[src/rtl/gpp_consts.vh]
// register map, field positions, encodings and reset values for the gpio port
`ifndef GPP_CONSTS_VH
`define GPP_CONSTS_VH

// register byte offsets
`define GPP_OFS_DATA_OUT 12'h000
`define GPP_OFS_PIN_STATE 12'h004
`define GPP_OFS_DRIVE_MODE 12'h008
`define GPP_OFS_CONFIG 12'h00c
`define GPP_OFS_SOURCE_SEL 12'h010
`define GPP_OFS_HOLD 12'h014
`define GPP_OFS_IRQ_STATUS 12'h018
`define GPP_OFS_IRQ_CLEAR 12'h01c
`define GPP_OFS_IRQ_ENABLE 12'h020
`define GPP_OFS_IRQ_EDGE 12'h024

// config register fields: [7:0] input buffer enable, [15:8] output buffer enable,
// [23:16] threshold select (1 = low-voltage ttl), [31:24] slow slew select
`define GPP_CFG_IBUF_LSB 5'h00
`define GPP_CFG_OBUF_LSB 5'h08
`define GPP_CFG_VTRIP_LSB 5'h10
`define GPP_CFG_SLEW_LSB 5'h18

// drive modes, three bits per pin
`define GPP_DM_ANALOG 3'h0
`define GPP_DM_INPUT 3'h1
`define GPP_DM_WPU_SPD 3'h2
`define GPP_DM_SPU_WPD 3'h3
`define GPP_DM_OD_SPD 3'h4
`define GPP_DM_OD_SPU 3'h5
`define GPP_DM_STRONG 3'h6
`define GPP_DM_WPU_WPD 3'h7

// pin source select, two bits per pin
`define GPP_SRC_DATA 2'h0
`define GPP_SRC_FIXED 2'h1
`define GPP_SRC_FABRIC 2'h2

// reset values
`define GPP_RST_DATA 8'h00
`define GPP_RST_MODE 24'h000000
`define GPP_RST_CONFIG 32'h00000000
`define GPP_RST_SRC 16'h0000

`endif

[src/rtl/gpp_sync.v]
// two-stage synchroniser for the eight pin input levels
`timescale 1ns/1ps
module gpp_sync (
    // clock and reset
    input wire pclk,
    input wire presetn,
    // levels
    input wire [7:0] din,
    output reg [7:0] dout
);
    reg [7:0] stage1;

    // stage1 feeds only the second stage, never any logic
    always @(posedge pclk or negedge presetn) begin
        if (!presetn) begin
            stage1 <= 8'h00;
            dout <= 8'h00;
        end else begin
            stage1 <= din;
            dout <= stage1;
        end
    end
endmodule

[src/rtl/gpp_pin_cell.v]
// one pin: drive mode decode, buffer enables, source mux and hold latch
`timescale 1ns/1ps
`include "gpp_consts.vh"
module gpp_pin_cell (
    // clock and reset
    input wire pclk,
    input wire presetn,
    // configuration
    input wire [2:0] drive_mode,
    input wire ibuf_en,
    input wire obuf_en,
    input wire [1:0] source_sel,
    input wire hold,
    // candidate sources
    input wire data_bit,
    input wire fixed_bit,
    input wire fabric_bit,
    // pad controls
    output reg pad_out,
    output reg pad_oe_n,
    output reg pad_in_en,
    output reg pad_pull_up,
    output reg pad_pull_down
);
    reg sel_bit;
    reg drive_val;
    reg drive_n;
    reg in_en;
    reg pu;
    reg pd;

    // source mux and drive mode decode
    always @* begin
        case (source_sel)
            // fixed signals on their own input
            `GPP_SRC_FIXED: sel_bit = fixed_bit;
            `GPP_SRC_FABRIC: sel_bit = fabric_bit;
            default: sel_bit = data_bit;
        endcase
        drive_val = sel_bit;
        drive_n = 1'b1;
        in_en = ibuf_en;
        pu = 1'b0;
        pd = 1'b0;
        // eight drive modes; weak drive is modelled as a pull, not a driven level
        case (drive_mode)
            `GPP_DM_ANALOG: begin
                in_en = 1'b0;
            end
            `GPP_DM_INPUT: begin
                drive_n = 1'b1;
            end
            // weak level only while the driver is off, so a pull never fights it
            `GPP_DM_WPU_SPD: begin
                drive_n = sel_bit;
                pu = sel_bit;
            end
            `GPP_DM_SPU_WPD: begin
                drive_n = ~sel_bit;
                pd = ~sel_bit;
            end
            `GPP_DM_OD_SPD: begin
                drive_n = sel_bit;
            end
            `GPP_DM_OD_SPU: begin
                drive_n = ~sel_bit;
            end
            `GPP_DM_STRONG: begin
                drive_n = 1'b0;
            end
            default: begin
                pu = sel_bit;
                pd = ~sel_bit;
            end
        endcase
        // output buffer enable on top of the mode
        if (!obuf_en) begin
            drive_n = 1'b1;
            pu = 1'b0;
            pd = 1'b0;
        end
    end

    // hold keeps the last pad state; reset forces everything off
    always @(posedge pclk or negedge presetn) begin
        if (!presetn) begin
            pad_out <= 1'b0;
            pad_oe_n <= 1'b1;
            pad_in_en <= 1'b0;
            pad_pull_up <= 1'b0;
            pad_pull_down <= 1'b0;
        end else if (!hold) begin
            pad_out <= drive_val;
            pad_oe_n <= drive_n;
            pad_in_en <= in_en;
            pad_pull_up <= pu;
            pad_pull_down <= pd;
        end
    end
endmodule

[src/rtl/gpp_port.v]
// eight-pin gpio port with apb registers, pin source mux, hold and interrupt
//
// Overview of operation
// - Each pin picks one of eight drive modes from its three-bit mode field.
// - The analog mode turns off the pin's input buffer and its output driver.
// - Each pin has a threshold select bit choosing cmos or low-voltage ttl input levels.
// - Input and output buffer enables are separate per-pin bits applied over the mode.
// - A hold bit freezes the pin at its last driven state through deep sleep and hibernate.
// - Each pin has a slew select bit choosing fast or slow output edges.
// - The port has eight pins; drive mode and source select give each pin a multi-bit field, and hold is one bit for all pins.
// - During reset every pin is disabled, neither driving nor sensing.
// - A per-pin selector connects the port data bit or a peripheral signal to the pin.
// - Fixed-function signals arrive on their own dedicated input, one per pin, not via fabric.
// - Any pin may take a fabric signal and hands its level back to the fabric.
// - The data output register holds driven values and the pin-state register reads levels.
// - A pin raises an interrupt only when its enable bit is set.
// - All pin interrupts of the port merge into one request line for the port.
//
// Local design decisions: register access over APB and the register offsets.
`timescale 1ns/1ps
`include "gpp_consts.vh"
module gpp_port (
    // apb slave
    input wire pclk,
    input wire presetn,
    input wire psel,
    input wire penable,
    input wire pwrite,
    input wire [11:0] paddr,
    input wire [31:0] pwdata,
    output reg [31:0] prdata,
    output reg pready,
    output reg pslverr,
    // power state
    input wire low_power,
    // peripheral sources
    input wire [7:0] fixed_out,
    input wire [7:0] fabric_out,
    output reg [7:0] fabric_in,
    // pads
    input wire [7:0] pad_in,
    output wire [7:0] pad_out,
    output wire [7:0] pad_oe_n,
    output wire [7:0] pad_in_en,
    output wire [7:0] pad_pull_up,
    output wire [7:0] pad_pull_down,
    output reg [7:0] pad_vtrip_ttl,
    output reg [7:0] pad_slew_slow,
    // interrupt
    output reg port_irq
);
    reg [7:0] data_out;
    reg [23:0] drive_mode;
    reg [31:0] config_reg;
    reg [15:0] source_sel;
    reg hold_sw;
    reg [7:0] irq_status;
    reg [7:0] irq_enable;
    reg [7:0] irq_edge;
    reg [7:0] pin_prev;
    reg [31:0] next_prdata;
    reg next_pslverr;
    wire [7:0] pin_state;
    wire hold;
    wire wr_en;
    wire [7:0] edge_evt;
    wire [7:0] clr_mask;

    // byte-wide field of the config register at a given lsb
    function [7:0] cfg_field;
        input [31:0] cfg;
        input [4:0] lsb;
        begin
            cfg_field = cfg[lsb +: 8];
        end
    endfunction

    // writes land in the access phase so the master's setup cycle is only decoded
    assign wr_en = psel & penable & pwrite;
    // software hold or any low-power state freezes the pin-cell pad controls, not threshold or slew
    assign hold = hold_sw | low_power;

    gpp_sync u_sync (
        .pclk(pclk),
        .presetn(presetn),
        .din(pad_in),
        .dout(pin_state)
    );

    genvar gi;
    generate
        for (gi = 0; gi < 8; gi = gi + 1) begin : g_pin
            gpp_pin_cell u_cell (
                .pclk(pclk),
                .presetn(presetn),
                .drive_mode(drive_mode[3*gi +: 3]),
                .ibuf_en(config_reg[`GPP_CFG_IBUF_LSB + gi]),
                .obuf_en(config_reg[`GPP_CFG_OBUF_LSB + gi]),
                .source_sel(source_sel[2*gi +: 2]),
                .hold(hold),
                .data_bit(data_out[gi]),
                .fixed_bit(fixed_out[gi]),
                .fabric_bit(fabric_out[gi]),
                .pad_out(pad_out[gi]),
                .pad_oe_n(pad_oe_n[gi]),
                .pad_in_en(pad_in_en[gi]),
                .pad_pull_up(pad_pull_up[gi]),
                .pad_pull_down(pad_pull_down[gi])
            );
        end
    endgenerate

    // edge events: rising by default, falling where the edge bit is set
    assign edge_evt = (pin_state & ~pin_prev & ~irq_edge) | (~pin_state & pin_prev & irq_edge);
    assign clr_mask = (wr_en && paddr == `GPP_OFS_IRQ_CLEAR) ? pwdata[7:0] : 8'h00;

    // control registers written by software
    always @(posedge pclk or negedge presetn) begin
        if (!presetn) begin
            data_out <= `GPP_RST_DATA;
            drive_mode <= `GPP_RST_MODE;
            config_reg <= `GPP_RST_CONFIG;
            source_sel <= `GPP_RST_SRC;
            hold_sw <= 1'b0;
            irq_enable <= 8'h00;
            irq_edge <= 8'h00;
        end else if (wr_en) begin
            case (paddr)
                `GPP_OFS_DATA_OUT: data_out <= pwdata[7:0];
                `GPP_OFS_DRIVE_MODE: drive_mode <= pwdata[23:0];
                `GPP_OFS_CONFIG: config_reg <= pwdata;
                `GPP_OFS_SOURCE_SEL: source_sel <= pwdata[15:0];
                `GPP_OFS_HOLD: hold_sw <= pwdata[0];
                `GPP_OFS_IRQ_ENABLE: irq_enable <= pwdata[7:0];
                `GPP_OFS_IRQ_EDGE: irq_edge <= pwdata[7:0];
                default: hold_sw <= hold_sw;
            endcase
        end
    end

    // sticky status; a new edge beats a clear in the same cycle
    always @(posedge pclk or negedge presetn) begin
        if (!presetn) begin
            pin_prev <= 8'h00;
            irq_status <= 8'h00;
        end else begin
            pin_prev <= pin_state;
            // detection runs on the synchronised level
            irq_status <= (irq_status & ~clr_mask) | edge_evt;
        end
    end

    // registered pad attributes and the port request
    always @(posedge pclk or negedge presetn) begin
        if (!presetn) begin
            pad_vtrip_ttl <= 8'h00;
            pad_slew_slow <= 8'h00;
            fabric_in <= 8'h00;
            port_irq <= 1'b0;
        end else begin
            pad_vtrip_ttl <= cfg_field(config_reg, `GPP_CFG_VTRIP_LSB);
            pad_slew_slow <= cfg_field(config_reg, `GPP_CFG_SLEW_LSB);
            // every pin reaches the fabric; gated by input enable
            fabric_in <= pin_state & cfg_field(config_reg, `GPP_CFG_IBUF_LSB);
            // enabled bits merged to one line; lags status by one cycle
            port_irq <= |(irq_status & irq_enable);
        end
    end

    // read mux, evaluated in the setup cycle and registered for the access phase
    always @* begin
        next_prdata = 32'h00000000;
        next_pslverr = 1'b0;
        case (paddr)
            `GPP_OFS_DATA_OUT: next_prdata = {24'h000000, data_out};
            `GPP_OFS_PIN_STATE: next_prdata = {24'h000000, pin_state};
            `GPP_OFS_DRIVE_MODE: next_prdata = {8'h00, drive_mode};
            `GPP_OFS_CONFIG: next_prdata = config_reg;
            `GPP_OFS_SOURCE_SEL: next_prdata = {16'h0000, source_sel};
            `GPP_OFS_HOLD: next_prdata = {31'h00000000, hold_sw};
            `GPP_OFS_IRQ_STATUS: next_prdata = {24'h000000, irq_status};
            `GPP_OFS_IRQ_CLEAR: next_prdata = 32'h00000000;
            `GPP_OFS_IRQ_ENABLE: next_prdata = {24'h000000, irq_enable};
            `GPP_OFS_IRQ_EDGE: next_prdata = {24'h000000, irq_edge};
            default: next_pslverr = 1'b1;
        endcase
    end

    // apb answer: pready rises in the first access cycle, so no wait states
    always @(posedge pclk or negedge presetn) begin
        if (!presetn) begin
            prdata <= 32'h00000000;
            pready <= 1'b0;
            pslverr <= 1'b0;
        end else begin
            pready <= psel & ~penable;
            pslverr <= psel & ~penable & next_pslverr;
            if (psel && !penable && !pwrite) begin
                prdata <= next_prdata;
            end
        end
    end
endmodule

[config.mk]
export PLATFORM = sky130hd
export DESIGN_NAME = gpp_port
export DESIGN_NICKNAME = d
export VERILOG_FILES = /design/src/rtl/gpp_sync.v /design/src/rtl/gpp_pin_cell.v /design/src/rtl/gpp_port.v
export VERILOG_INCLUDE_DIRS = /design/src /design/src/rtl
export SDC_FILE = /design/constraint.sdc
export NUM_CORES = 1
export LEC_CHECK = 0
export BUFFER_PORTS_ARGS = -buffer_cell sky130_fd_sc_hd__clkbuf_2
export CAP_MARGIN = 20
export CORE_ASPECT_RATIO = 0.7
export CORE_MARGIN = 1
export CORE_UTILIZATION = 59
export DETAILED_ROUTE_END_ITERATION = 7
export HOLD_SLACK_MARGIN = 0.12
export PLACE_DENSITY = 0.87
export SYNTH_ARGS = -nofsm -noshare
export SYNTH_HDL_FRONTEND = slang
export SYNTH_SLANG_ARGS = --single-unit
[constraint.sdc]
create_clock -name pclk -period 5.05 [get_ports pclk]
set_clock_uncertainty 0.1 [all_clocks]
set_input_delay 0.7575 -clock pclk [delete_from_list [all_inputs] [get_ports pclk]]
set_output_delay 0.7575 -clock pclk [all_outputs]
set_load 0.02 [all_outputs]
# Word level (Yosys, flattened, before mapping)

Index checks and enable logic that the tools add are counted.

Output and inout port bits: 99
Word-level logic and storage cells: 280
Input bits: 74
Register bits after elaboration: 228

Eq/ne operators: 73
Muxes and demuxes: 67
Bitwise operators: 27
Reduce and logical (&&, ||, !) cells: 55

Operator list:

| operator            | number |
|---|---|
| $pmux 32 s9         | 1 |
| $reduce_or 6->1     | 16 |
| $eq 3x3->1 const B  | 24 |
| $and 8x8->8         | 7 |
| $mux 1              | 49 |
| $eq 12x5->1 const B | 4 |
| $eq 3x2->1 const B  | 16 |
| $not 8->8           | 4 |
| $reduce_or 2->1     | 16 |
| $eq 12x4->1 const B | 2 |
| $eq 12x6->1 const B | 2 |
| $eq 3x1->1 const B  | 8 |
| $logic_not 3->1     | 8 |
| $pmux 1 s3          | 8 |
| $eq 2x1->1 const B  | 8 |
| $eq 2x2->1 const B  | 8 |
| $or 8x8->8          | 2 |
| $pmux 1 s2          | 8 |
| $reduce_and 2->1    | 7 |
| $eq 12x3->1 const B | 1 |
| $logic_not 12->1    | 1 |
| $reduce_or 10->1    | 1 |
| $not 1->1           | 9 |
| $mux 8              | 1 |
| other kinds (5)     | 11 |

# Longest topological paths before layout

Gate-level depths: netlist of the first run.

Depth after elaboration: 7
Depth in mapped cells: 7

# By module

Synthesis of the first run repeated with hierarchy kept, for this count alone.

Cell total of the unflattened synthesis: 895
Area, all modules: 10,507.6 um2

Modules (own cells, without submodules):

| module       | area each (um2) | times used | cells an instance |
|---|---|---|---|
| gpp_port     | 7,304.5         | 1          | 575 |
| gpp_pin_cell | 350.3           | 8          | 38 |
| gpp_sync     | 400.4           | 1          | 16 |

# Least setup slack after synthesis of the first run

No wires, ideal clock.

Path kind: in2reg
From: input paddr[4]
To: register drive_mode[10]
Setup time: 125 ps
Arrival: 2,345 ps
Slack: 2,480 ps
Stages on the path: 6
Cells stage by stage: buf_6 or4_4 buf_6 nor3_4 buf_12 mux2_4

Longest elaborated chain between the ends: 2

Ends and longest elaborated chain:

| what                       | line           | source |
|---|---|---|
| from (decl)                | gpp_port.v:29  | `input wire [11:0] paddr,` |
| $eq 12x4->1                | gpp_port.v:128 | `case (paddr)` |
| $reduce_and 2->1 (no line) | n/a            |  |
| to (signal assigned)       | gpp_port.v:121 | `` drive_mode <= `GPP_RST_MODE; `` |
| to (signal assigned)       | gpp_port.v:130 | `` `GPP_OFS_DRIVE_MODE: drive_mode <= pwdata[23:0]; `` |
| to (decl)                  | gpp_port.v:53  | `reg [23:0] drive_mode;` |

No other way between the ends.
A chain may end at the register's enable or synchronous reset.

# Final worst setup path of the first run

From: input paddr[2]
To: register irq_edge[5]

Longest elaborated chain between the ends: 2

Ends and longest elaborated chain:

| what                       | line           | source |
|---|---|---|
| $eq 12x6->1                | gpp_port.v:128 |  |
| $reduce_and 2->1 (no line) | n/a            |  |
| to (signal assigned)       | gpp_port.v:135 | `` `GPP_OFS_IRQ_EDGE: irq_edge <= pwdata[7:0]; `` |
| to (decl)                  | gpp_port.v:59  | `reg [7:0] irq_edge;` |

No other way between the ends.

==> metrics, run 1 <==
status=finished, final reports clean; R2R setup slack=2.93 ns; Setup crit end kind=flop; final setup violation count=0; Layout area overhead=14.0%; # DRC=0; Final Hold Viols=0; num ports=173; Initial Util=60.4%; via count=7598; Vias/cell=6.18; proportion of layout cells with a drive suffix above 1=35.1%; pin count of the biggest net entering global routing=145; post-CTS repair timing setup buffer count=0; Syn Nets=951; fmax=350 MHz; HPWL after DPL=19200 µm; r2r endpoint=prdata[3]; Iter 0 DRT Violations=740; vias in the first global route=7497; Core Rows=40; gr usage total=30.6%; first-pass detailed-route iteration total=6; grt total ovfl=0; core area=17200 µm²; # fillers=1275; Root Driver=clkbuf_16; Hold Crit Class=flop to flop; crit path DAT=3.15 ns; number of synthesized flops with an enable pin=0; critical path peak fanout=29; Yosys top cell area share=52.9%; Synth area leader=dfrtp_1; met2 GRT Util=44.8%; clk sinks=228; crit path time final=2.86 ns; Slew HR=30.1%; top_reg_cell synth=dfrtp_1; Cells after Synth=861; worst setup path end=irq_edge[5]; most frequent cell after synthesis=dfrtp_1; Final Wtd Congestion=0.970; top cells by count, synth=dfrtp_1, mux2_2, nand2_1; Mapped Area=10400 µm²; Seq cells post-synth=228; die height=113 µm; Max Root-Sink Buffers=3; cts repair resizes=0; M3 GR Usage=7.81%; post-synthesis async set-or-reset flop share=100%; GRT Max-Usage Layer=met1; worst-skew pair later-pin latency=0.51 ns; yosys synthesis warning count=0; Antenna Nets Post-Route=0; multi-input logic area=4080 µm²; setup_tns=0 ns; RSZ-0062 raised after global routing=false; Diodes inserted=0; Die ar.=18200 µm²; clock slew at reported path FFs=0.07 ns; final net count=1073; cts hold-fix bufs=0; die width=161 µm; Port Buffers=172; Critical Path RT=5.34 ns; fin. max-slew vios=0; Reg area=5720 µm²; max cap viols=0; worst slew pin tran=1.05 ns; ranking of synthesized cells by area=dfrtp_1, mux2_2, buf_4; met1 Usage GRT=46.0%; drt wl/cell=22.2 µm; leakage dissipation=5.69 nW; Worst VDD drop=0.000289 V; htree depth=1; crit path from=paddr[2]; RR Startpoint=config_reg[3]; critical path launch point type=input port; total CTS buffers=22; first-pass GRT wire length=42400 µm; fin crit share=56.6%; post-synthesis sequential area ratio=54.9%; antenna violations before repair=0; Synth cell types=68; Worst Reg-to-Reg Cells=4; fin util=68.9%; Synth Area per Inst=12.1 µm²; final wirelength=27300 µm; pwr dens=316 nW/µm²; WS Path Type=input port to flop; clock tree from TritonCTS=yes
## metal layers
layer / vias to the layer above / part of all wire (%)
met2: 364 / 43
met3: 51 / 9.4
li1: 3330 / -
met1: 3853 / 45
met5: - / 0
met4: 0 / 2.2
## through the flow
stage	power [mW]	setup WS (ns)	std cells	hold WS [ns]	area, µm²
floorplan	1.97	2.48	861	0.231	10400
global placement	2.08	1.56	1189	0.232	11100
detailed placement	2.09	1.53	1189	0.236	11100
CTS	3.78	2.04	1228	0.238	11800
global route	3.87	2.06	1229	0.244	11900
finish	3.75	2.19	1229	0.235	11900
## cell usage in the layout (no fill, tap or decap), drive strengths merged, types with 3 or more instances in the layout
master,n
buf,7
a221o,6
dfstp,8
clkinv,4
o32a,4
mux2,108
a22o,12
a22oi,17
and2,15
and4,6
nand2,79
a221oi,13
nand2b,5
and3,6
nor3,6
o21ai,51
nand3b,4
nand4,12
nor2b,7
mux2i,9
nor2,47
ha,16
clkbuf,202
or4,4
a31oi,4
or2,6
a21boi,3
or3,8
o211ai,12
a32o,6
o311ai,11
xnor2,8
a32oi,8
inv,23
a21oi,10
nor4,8
dfrtp,220
## critical path, cell delays in order
cell and delay, ns:
clkbuf_2 0.60, nor2b_1 0.22, buf_4 0.18, and3_1 0.18, nor2b_1 0.78, mux2_2 0.42
## cells by family after synthesis
| group | after synthesis | share of synthesized area, % |
|---|---|---|
| AOI/OAI and AO/OA | 167 | 11.5 |
| xor gates and xnor gates | 8 | 0.674 |
| adders and majority gates | 16 | 1.92 |
| buffers and inverters | 102 | 5.89 |
| DFF | 228 | 54.9 |
| muxes | 118 | 13.5 |
| and+or+nand+nor | 222 | 11.5 |
## where the power goes
group / internal [mW] / leakage [nW] / switching, mW
sequential: 1.85 / 3.04 / 0.0161
combinational: 0.0558 / 2.28 / 0.135
clock: 1.01 / 0.373 / 0.686
## cell type report
cell class                 count  area share, %
clock buffer                  31           5.53
multi-input combinational    531           34.4
clock inverter                 8          0.833
inverter                      22          0.696
tap                          231           2.44
timing repair buffer         178           7.93
sequential                   228           48.2
## how the worst min path moves through the flow
stage                      from               end  slack, ns  cells after the start
6_report       u_sync.stage1[6]    u_sync.dout[6]       0.24                      0
5_1_grt               pad_in[1]  u_sync.stage1[1]       0.24                      1
4_1_cts        u_sync.stage1[6]    u_sync.dout[6]       0.24                      0
3_5_place_dp   u_sync.stage1[7]    u_sync.dout[7]       0.24                      0
3_3_place_gp   u_sync.stage1[4]    u_sync.dout[4]       0.23                      0
2_1_floorplan  u_sync.stage1[0]    u_sync.dout[0]       0.23                      0
Note: power is estimated with default switching activity, not from simulation.
==> run 2, diff against run 1 <==
--- a/config.mk
+++ b/config.mk
@@ -10,10 +10,10 @@
 export CAP_MARGIN = 20
 export CORE_ASPECT_RATIO = 0.7
 export CORE_MARGIN = 1
-export CORE_UTILIZATION = 59
+export CORE_UTILIZATION = 57
 export DETAILED_ROUTE_END_ITERATION = 7
 export HOLD_SLACK_MARGIN = 0.12
-export PLACE_DENSITY = 0.87
+export PLACE_DENSITY = 0.85
 export SYNTH_ARGS = -nofsm -noshare
 export SYNTH_HDL_FRONTEND = slang
 export SYNTH_SLANG_ARGS = --single-unit
==> constraint.sdc (replaced) <==
create_clock -name pclk -period 2.7 [get_ports pclk]
set_clock_uncertainty 0.1 [all_clocks]
set_input_delay 0.405 -clock pclk [delete_from_list [all_inputs] [get_ports pclk]]
set_output_delay 0.405 -clock pclk [all_outputs]
set_load 0.02 [all_outputs]
==> run 2 against run 1 <==
  * Clock power is 78% higher
  * Sequential share of layout area is 2.0 points lower
  * Clock-buffer cell count is 2 higher
  * Register-to-register slack worse by 2.4 ns
  * Final cell count is 4.9% higher
  * Sequential cell count stayed put
  * Die area is 3.5% higher
  * Routed wire length is 3.7% higher
  * Critical path depth stayed put
  * Power is 85% higher
  * Combinational power is 120% higher
  * Critical endpoint is now prdata[28]
  * Largest power group unchanged
  * Highest routed layer unchanged
==> metrics, run 2 (synthesis results as in run 1) <==
gr usage total=31.1%; final net count=1132; Port Buffers=172; first-pass detailed-route iteration total=5; met2 WL=12400 µm; commonest cells after routing, fill and taps aside=dfrtp_1, clkbuf_2, mux2_2; grt total ovfl=0; Cell Count, Final, Fillers Out=1289; clock slew at reported path FFs=0.06 ns; Final Hold Viols=0; Worst VDD drop=0.000511 V; Iter 0 DRT Violations=902; worst-skew pair later-pin latency=0.50 ns; cts hold-fix bufs=34; proportion of layout cells with a drive suffix above 1=35.1%; met1 wire length=12700 µm; clock tree from TritonCTS=yes; crit path DAT=2.68 ns; highest routed layer=met4; critical path launch point type=input port; final wirelength=28300 µm; cts repair resizes=0; antenna violations before repair=0; setup_tns=0 ns; Setup crit end kind=flop; RSZ-0062 raised after global routing=false; fin. max-slew vios=0; HPWL after DPL=19700 µm; WS Path Type=input port to flop; commonest non-fill, non-tap cell in the layout=dfrtp_1; worst slew pin tran=0.865 ns; Power Total=6.93 mW; pin count of the biggest net entering global routing=73; worst slack, placed=0.217 ns; htree depth=1; drt wl/cell=21.9 µm; placed cell areas=11300 µm²; Initial Util=59.4%; Slew HR=42.4%; final setup margin=0.358 ns; post-CTS repair timing setup buffer count=0; Die ar.=18800 µm²; clk sinks=228; Detail Route met3 WL=2610 µm; via count=7868; critical path peak fanout=8; Hold Crit Class=input port to flop; final setup violation count=0; Layout area overhead=19.0%; Diodes inserted=0; leakage dissipation=5.93 nW; Antenna Nets Post-Route=0; R2R setup slack=0.58 ns; Max Root-Sink Buffers=3; # DRC=0; crit path time final=2.34 ns; fin crit share=86.8%; max cap viols=0; Reg area=5720 µm²; first-pass GRT wire length=44000 µm; die width=163 µm; total CTS buffers=22; fin util=70.7%; Vias/cell=6.10; hold slack=0.154 ns; pwr dens=560 nW/µm²; status=finished, final reports clean; # fillers=1223; num ports=173; Critical Path RT=3.04 ns; placed cell count=1215; die height=115 µm; Final Wtd Congestion=0.978; Core Rows=40; core area=17500 µm²; vias in the first global route=7784; fmax=427 MHz; multi-input logic area=4080 µm²; Root Driver=clkbuf_16; cell area after layout=12400 µm²
==> run 2: changes by cell type in the layout (fill, tap and decap cells not counted), moves of 2 or more <==
cell and delta:
buf_4 +22, clkinv_2 -2, clkbuf_1 +5, clkbuf_8 -3, dlygate4sd3_1 +34, buf_12 +3
==> run 2: layout make-up <==
class / instances / area share [%]
repair buffers: 237 / 12.2
clock inverters: 7 / 0.586
inverters: 22 / 0.667
flip-flops and latches: 228 / 46.2
multi-input cells: 531 / 33.0
well taps: 231 / 2.33
clock buffers: 33 / 5.11
==> run 2: worst paths after layout <==
kind	startpoint	to	cells after the start
hold / removal	penable	pready	3
setup reg to reg	source_sel[8]	g_pin[4].u_cell.pad_oe_n	6
max in group asynchronous	presetn	g_pin[4].u_cell.pad_oe_n	3
setup / recovery	psel	prdata[28]	6
min in group asynchronous	presetn	g_pin[1].u_cell.pad_pull_down	2
hold reg to reg	u_sync.stage1[7]	u_sync.dout[7]	0
==> run 2: layer usage <==
layer  vias to the layer above  GRT usage [%]
met5                         -              0
met4                         0           5.86
met2                       384           47.5
met3                        49           6.82
li1                       3448              -
met1                      3987           46.4
==> run 2: critical path, stage by stage <==
cell           delay, ns
dlygate4sd3_1       0.53
clkbuf_2            0.12
or3b_1              0.37
a221oi_1            0.57
and4_1              0.50
a22o_1              0.19
==> run 2: report_power, final <==
group          internal, mW  switching, mW  leakage (nW)  total, mW
sequential             3.46         0.0295          3.04       3.49
clock                  1.73           1.29         0.338       3.02
combinational         0.152          0.269          2.55      0.421
